===== src/vsa_pkg.sv =====
// Shared constants and types for the video signature analyzer block.
// Assumes a single 250 MHz video clock and a synchronous active-high reset.
package vsa_pkg;

  // ------------------------------------------------------------
  // Command register layout
  // ------------------------------------------------------------
  localparam int unsigned CMD_W           = 16;
  localparam int unsigned CMD_SIG_EN_BIT  = 14;
  localparam int unsigned CMD_OPC_LSB     = 8;
  localparam int unsigned CMD_IDLE_BIT    = 0;
  localparam logic [4:0]  OPC_LOAD_ALL    = 5'h00;
  localparam logic [7:0]  REG_ID_SIG_DUMP = 8'h3C;
  localparam logic [7:0]  REG_ID_SIG_READ = 8'h3D;

  // ------------------------------------------------------------
  // Status and mask words
  // ------------------------------------------------------------
  localparam int unsigned STAT_W          = 16;
  localparam int unsigned STAT_RSVD_BIT   = 1;
  localparam int unsigned STAT_IDLE_BIT   = 0;
  localparam logic [15:0] STAT_RESET      = 16'h0000;
  localparam logic [15:0] MASK_RESET      = 16'hFFFF;

  // ------------------------------------------------------------
  // Signature register
  // ------------------------------------------------------------
  localparam int unsigned SIG_W           = 16;
  localparam logic [15:0] SIG_POLY        = 16'h1007;  // x^12 + x^2 + x + 1 taps
  localparam logic [15:0] SIG_RESET       = 16'h0000;
  localparam logic [7:0]  PIX_ALL_HIGH    = 8'hFF;
  localparam logic [7:0]  PIX_ALL_LOW     = 8'h00;

  // ------------------------------------------------------------
  // Test mode straps and modes
  // ------------------------------------------------------------
  localparam logic [2:0]  STRAP_RSVD0     = 3'h0;
  localparam logic [2:0]  STRAP_RSVD1     = 3'h1;
  localparam logic [2:0]  STRAP_TEST      = 3'h2;
  localparam logic [2:0]  STRAP_HIGH      = 3'h3;
  localparam logic [2:0]  STRAP_LOW       = 3'h4;
  localparam logic [2:0]  STRAP_FLOAT     = 3'h5;

  typedef enum logic [5:0] {
    MODE_NORMAL = 6'b00_0001,
    MODE_TEST   = 6'b00_0010,
    MODE_HIGH   = 6'b00_0100,
    MODE_LOW    = 6'b00_1000,
    MODE_FLOAT  = 6'b01_0000,
    MODE_RSVD   = 6'b10_0000
  } vsa_mode_t;

  typedef enum logic [1:0] {
    CMD_IDLE = 2'b01,
    CMD_BUSY = 2'b10
  } vsa_cmd_state_t;

  // Raster timing, same clock
  typedef struct packed {
    logic active;  // Active display time
    logic blank;   // Blanking, horizontal or vertical
    logic hsync;   // Horizontal sync, active high
    logic vsync;   // Vertical sync, active high
  } vsa_timing_t;

endpackage : vsa_pkg


===== src/vsa_sig_misr.sv =====
// Multiple-input signature register folding one pixel byte per clock.
// Assumes the caller supplies clear and enable on the same clock.
module vsa_sig_misr #(
  parameter int unsigned DATA_W = 8
) (
  // Clock and reset
  input  wire logic              clk,
  input  wire logic              sys_rst,
  // Control
  input  wire logic              clear,
  input  wire logic              enable,
  input  wire logic [DATA_W-1:0] data,
  // Result
  output logic [vsa_pkg::SIG_W-1:0] sig_q
);

  // ------------------------------------------------------------
  // Elaboration check
  // ------------------------------------------------------------
  if (DATA_W < 1 || DATA_W > vsa_pkg::SIG_W) begin : g_bad_width
    $error("DATA_W out of range");
  end

  // ------------------------------------------------------------
  // Update function
  // ------------------------------------------------------------
  // Eight serial Galois steps, MSB of the byte first
  function automatic logic [vsa_pkg::SIG_W-1:0] fold(
    input logic [vsa_pkg::SIG_W-1:0] s,
    input logic [DATA_W-1:0]         d
  );
    logic [vsa_pkg::SIG_W-1:0] r;
    logic                      fb;
    r = s;
    for (int i = DATA_W - 1; i >= 0; i--) begin
      fb = r[vsa_pkg::SIG_W-1] ^ d[i];
      r  = {r[vsa_pkg::SIG_W-2:0], 1'b0};
      if (fb) begin
        r = r ^ vsa_pkg::SIG_POLY;
      end
    end
    return r;
  endfunction : fold

  logic [vsa_pkg::SIG_W-1:0] sig_d;

  // Clear wins over an update so a frame starts from zero
  always_comb begin
    sig_d = sig_q;
    if (clear) begin
      sig_d = vsa_pkg::SIG_RESET;
    end else if (enable) begin
      sig_d = fold(sig_q, data);
    end
  end

  always_ff @(posedge clk) begin
    if (sys_rst) begin
      sig_q <= vsa_pkg::SIG_RESET;
    end else begin
      sig_q <= sig_d;
    end
  end

endmodule : vsa_sig_misr


===== config.mk =====
export PLATFORM = sky130hd
export DESIGN_NAME = vsa_sig_misr
export DESIGN_NICKNAME = d
export VERILOG_FILES = /design/src/vsa_pkg.sv /design/src/vsa_sig_misr.sv
export SDC_FILE = /design/constraint.sdc
export NUM_CORES = 1
export LEC_CHECK = 0
export BUFFER_PORTS_ARGS = -buffer_cell sky130_fd_sc_hd__clkbuf_2
export CORE_MARGIN = 10
export CORE_UTILIZATION = 54
export CTS_CLUSTER_SIZE = 16
export DETAILED_ROUTE_END_ITERATION = 10
export GPL_ROUTABILITY_DRIVEN = 0
export PLACE_DENSITY = 0.89
export SETUP_SLACK_MARGIN = 0.15
export SYNTH_ARGS = -nofsm -noshare
export SYNTH_HDL_FRONTEND = slang
export SYNTH_SLANG_ARGS = --single-unit

===== constraint.sdc =====
create_clock -name clk -period 4.3 [get_ports clk]
set_clock_uncertainty 0.15 [all_clocks]
set_input_delay 0.645 -clock clk [delete_from_list [all_inputs] [get_ports clk]]
set_output_delay 0.645 -clock clk [all_outputs]
set_load 0.005 [all_outputs]

==> results.cfg, run 1 <==
[synthesis]
syn_avg_cell_area_um2 = 12.4
synth_cell_type_count = 17
ys_seq_area_share_pct = 31.9
syn-cell-area_um2 = 1000
ys_seq_elements = 16
syn_inst = 81
ys.warnings.count = 0
syn-num-nets = 93

[cells_and_area]
largest_reg_flops = 16
layout_common_cells = 27 x clkbuf_2, 16 x dfxtp_1, 14 x nor2_1, 9 x xnor2_1, 9 x mux2i_1
final_common_cell = clkbuf_2
final_area_um2 = 1190
fillers = 139
final_nets = 121
final_util_pct = 68.2
n_antenna_cell = 0
largestRegisters = sig_q (16)
regMostFlops = sig_q
syn2layout_area_growth_pct = 18.6
drive_gt1_share_pct = 37.0

[run_status]
status = finished, final reports clean

[floorplanning]
ioPinCount = 28
core_um2 = 1750
std_cell_rows = 15
initial_core_util_pct = 57.6
die_height_um = 63.1
fp.dieArea_um2 = 3990
die_x_um = 63.1

[clock_network]
cts_max_level = 1
clockRootBuffer = clkbuf_4
tritoncts = yes
clock_latency_ns = 0.30
cts_hold_buf = 0
clock-sinks = 16
cts_resized = 0
numCtsBuffers = 3
clk_pin_slew_ns = 0.09
cts_setup_buffers = 0
clk_path_buf_depth = 2

[worst_setup_path]
startpoint = data[6]
crit_fanout = 5
endpoint_kind = flip-flop
r2r-start = sig_q[14]
r2r_cells = 4
required_ns = 4.39
start_kind = primary input
worstSetupPathType = in -> reg
crit_arrival_ns = 1.83

[routing]
wirelength_mm = 1.87
drt-initial-drc-count = 8
viasPerCell = 4.83
dr.pass1.iters = 4
antenna_left = 0
routedWlPerCell_um = 14.0
drc_errors = 0
vias = 642

[global_route]
grt_pass1_wl_mm = 3.08
first_global_vias = 644
grt.total_usage_pct = 9.97
grt_start_max_net_pins = 24
grt_overflow_total = 0
antenna_found_initial = 0

[timing]
setup_tns_ns = 0
max_freq_ghz = 0.573
worst_pin_slew_ns = 0.517
period_needed_ns = 1.75
slew_viol_final = 0
hold_viol = 0
relSlewSlack_pct = 65.5
fin_hold_ws_ns = 0.358
rsz0062_at_grt = false
setup_viol = 0
fin_crit_sh_pct = 40.6

[placement]
numPortBuffers = 27
place_area_um2 = 1150

[hold_path]
hp-class = reg -> reg
min_from = sig_q[6]
whs_path_depth = 2

[pwr]
ir_worst_vdd_v = 0.000200
power.leakage_nw = 0.563
powerDensity_nw_per_um2 = 349

[job]
cap_violations = 0
==> cell type report <==
type | instances | area [µm²] | share of cell area (%)
multi-input combinational | 61 | 668 | 56.1
tap | 25 | 31.3 | 2.63
sequential | 16 | 320 | 26.9
timing repair buffer | 27 | 135 | 11.3
clock buffer | 4 | 36.3 | 3.05
==> Yosys cell counts <==
library cell / count / area (µm²)
dfxtp_1: 16 / 320
xor2_2: 2 / 32.5
a21oi_1: 3 / 15.0
xnor2_2: 2 / 32.5
xor2_1: 2 / 17.5
or2_2: 1 / 6.26
clkbuf_1: 3 / 11.3
a211oi_1: 4 / 30.0
mux2i_1: 9 / 90.1
nor2_1: 14 / 52.6
xor2_4: 1 / 27.5
buf_2: 1 / 5.00
xnor2_1: 9 / 78.8
xnor3_1: 2 / 45.0
xnor2_4: 3 / 82.6
xor3_1: 6 / 143
o21ai_0: 3 / 15.0
==> worst max-delay path: stages <==
cell and delay (ns):
clkbuf_2 0.12, xnor2_4 0.27, xor2_2 0.21, xor3_1 0.44
a21oi_1 0.14
==> routing by layer <==
metal | track usage, % | vias up | wire length [µm] | share of wire [%]
li1 | - | 323 | - | -
met1 | 10.8 | 292 | 778 | 42
met2 | 15.0 | 22 | 882 | 47
met3 | 4.95 | 5 | 156 | 8.4
met4 | 6.70 | 0 | 47 | 2.5
met5 | 0 | - | 0 | 0
==> kinds of logic (layout without fill, tap and decap cells) <==
| family | after synthesis | after routing | synth area share (%) |
|---|---|---|---|
| simple gates | 15 | 15 | 5.85 |
| mux | 9 | 9 | 8.97 |
| flops | 16 | 16 | 31.9 |
| buf+inv | 4 | 31 | 1.62 |
| compound gates | 10 | 10 | 5.98 |
| xor+xnor | 27 | 27 | 45.7 |
==> metrics by stage <==
stage	cells	worst slack (ns)	total power, W
after floorplan	81	2.45	0.000290
after global placement	129	2.25	0.000316
after detailed placement	129	2.23	0.000319
after CTS	133	2.55	0.000423
after global routing	133	2.47	0.000442
final	133	2.55	0.000416
==> final timing paths <==
check / end / slack [ns]
max: sig_q[4] / 2.55
min reg2reg: sig_q[6] / 0.36
max reg2reg: sig_q[4] / 2.60
min: sig_q[6] / 0.36
==> power breakdown <==
group / switching [W] / internal [W]
logic: 0.0000572 / 0.0000895
clock network: 0.0000506 / 0.0000517
registers: 0.00000973 / 0.000157
total: 0.000118 / 0.000299
No activity file was read; power rests on OpenSTA's default activity.
==> run 2, diff against run 1 <==
--- a/config.mk
+++ b/config.mk
@@ -7,11 +7,11 @@
 export LEC_CHECK = 0
 export BUFFER_PORTS_ARGS = -buffer_cell sky130_fd_sc_hd__clkbuf_2
 export CORE_MARGIN = 10
-export CORE_UTILIZATION = 54
+export CORE_UTILIZATION = 50
 export CTS_CLUSTER_SIZE = 16
 export DETAILED_ROUTE_END_ITERATION = 10
 export GPL_ROUTABILITY_DRIVEN = 0
-export PLACE_DENSITY = 0.89
+export PLACE_DENSITY = 0.84
 export SETUP_SLACK_MARGIN = 0.15
 export SYNTH_ARGS = -nofsm -noshare
 export SYNTH_HDL_FRONTEND = slang
==> constraint.sdc (replaced) <==
create_clock -name clk -period 1.64 [get_ports clk]
set_clock_uncertainty 0.15 [all_clocks]
set_input_delay 0.246 -clock clk [delete_from_list [all_inputs] [get_ports clk]]
set_output_delay 0.246 -clock clk [all_outputs]
set_load 0.005 [all_outputs]
==> run 2 against run 1 <==
Worst hold slack lost 0.26 ns. Design area grew 28%. Count of clock-buffer cells in the layout is the same. Total power grew to 3.2 times the previous value.
==> results.cfg, run 2 (same netlist as run 1, synthesis figures left out) <==
[cells_and_area]
syn2layout_area_growth_pct = 52.3
ff_latch_area_um2 = 340
fillers = 123
final_nets = 148
final_common_cell = clkbuf_2
layout_common_cells = 27 x clkbuf_2, 21 x buf_4, 14 x nor2_1, 9 x mux2i_1, 8 x dfxtp_1
stdcell_count = 162
largestRegisters = sig_q (16)
n_antenna_cell = 0
regMostFlops = sig_q
multi_input_area_um2 = 751
largest_reg_flops = 16
drive_gt1_share_pct = 60.7

[clock_network]
cts_max_level = 1
clock-sinks = 16
numCtsBuffers = 3
clk_path_buf_depth = 2
clockRootBuffer = clkbuf_4
clk_pin_slew_ns = 0.09
cts_hold_buf = 0
clock_latency_ns = 0.30
tritoncts = yes

[job]
cap_violations = 0

[placement]
place_inst = 135
numPortBuffers = 27
dp_hpwl_mm = 1.56

[routing]
wirelength_mm = 2.61
dr.pass1.iters = 4
viasPerCell = 4.78
antenna_left = 0
drc_errors = 0
routedWlPerCell_um = 16.1
vias = 775
drt-initial-drc-count = 7

[timing]
max_freq_ghz = 0.615
hold_viol = 0
setup_viol = 0
relSlewSlack_pct = 61.6
fin_crit_sh_pct = 99.2
period_needed_ns = 1.63
slew_viol_final = 0
worst_pin_slew_ns = 0.577
fin_hold_ws_ns = 0.0934
rsz0062_at_grt = true

[worst_setup_path]
startpoint = sig_q[15]
crit_fanout = 3
crit_end = sig_q[3]
crit_arrival_ns = 1.71
r2r_cells = 5
endpoint_kind = flip-flop
required_ns = 1.72
start_kind = flip-flop
r2r_slack_ns = 0.01
r2r-start = sig_q[15]
worstSetupPathType = reg -> reg
rr_endpoint = sig_q[3]

[pwr]
ir_worst_vdd_v = 0.000597
powerDensity_nw_per_um2 = 866
power.leakage_nw = 0.740

[hold_path]
hp-class = in -> reg
whs_path_depth = 4

[floorplanning]
core_um2 = 1940
ioPinCount = 28
initial_core_util_pct = 51.7
std_cell_rows = 16
fp.dieArea_um2 = 4200
die_height_um = 64.8
die_x_um = 64.8

[run_status]
status = finished, final reports clean

[global_route]
grt_start_max_net_pins = 24
first_global_vias = 814
antenna_found_initial = 0
grt.total_usage_pct = 10.9
grt_pass1_wl_mm = 3.65
grt_overflow_total = 0
## run 2: cell count changes in the layout (fill, tap and decap cells not counted), sizes merged
cell / delta
buf: +27
## run 2: final cells by class
class                   count  area share, %
flip-flops and latches     16           22.2
well taps                  27           2.21
clock buffers               4           2.37
repair buffers             54           24.1
multi-input cells          61           49.1
## run 2: per-stage QoR
stage               area (µm²)  setup TNS, ns  setup slack (ns)  power, W  utilization [%]
floorplan                 1020              0             0.118  0.000762                -
global placement          1200              0            0.0405  0.000851             62.0
detailed placement        1200              0            0.0149  0.000865             62.0
CTS                       1390              0             0.106   0.00122             71.6
global route              1530         -0.141           -0.0629   0.00139             78.8
finish                    1530              0            0.0128   0.00133             78.8
## run 2: worst min path at each step
stage | start | end | slack (ns)
finish | sys_rst | sig_q[3] | 0.09
global route | sys_rst | sig_q[3] | 0.1
CTS | sys_rst | sig_q[2] | 0.08
detailed placement | sig_q[6] | sig_q[6] | 0.35
global placement | sig_q[6] | sig_q[6] | 0.34
floorplan | sys_rst | sig_q[2] | 0.27
## run 2: report_power, final
group | internal [W] | switching [W] | total, W
registers | 0.000412 | 0.0000268 | 0.000439
logic | 0.000383 | 0.000230 | 0.000613
clock network | 0.000136 | 0.000138 | 0.000274
total | 0.000930 | 0.000396 | 0.00133
## run 2: what timing repair did
item / in CTS / in global routing
setup endpoints to repair: 10 / 13
hold endpoints to repair: 0 / 0
gates cloned: 0 / 0
pin swaps: 14 / 10
buffers inserted: 17 / 6
resized for setup: 10 / 14
## run 2: metal layers
layer | vias to the layer above | routed length, µm | track usage, %
met4 | 0 | 88 | 6.95
met5 | - | 0 | 0
met3 | 6 | 154 | 3.95
li1 | 379 | - | -
met2 | 28 | 1330 | 18.1
met1 | 362 | 1040 | 11.6
## run 2: worst max-delay path, stage by stage (launching register included)
cell,delay [ns]
dfxtp_4,0.37
xnor2_4,0.21
buf_12,0.15
xor2_4,0.18
xnor3_1,0.36
a21oi_1,0.14
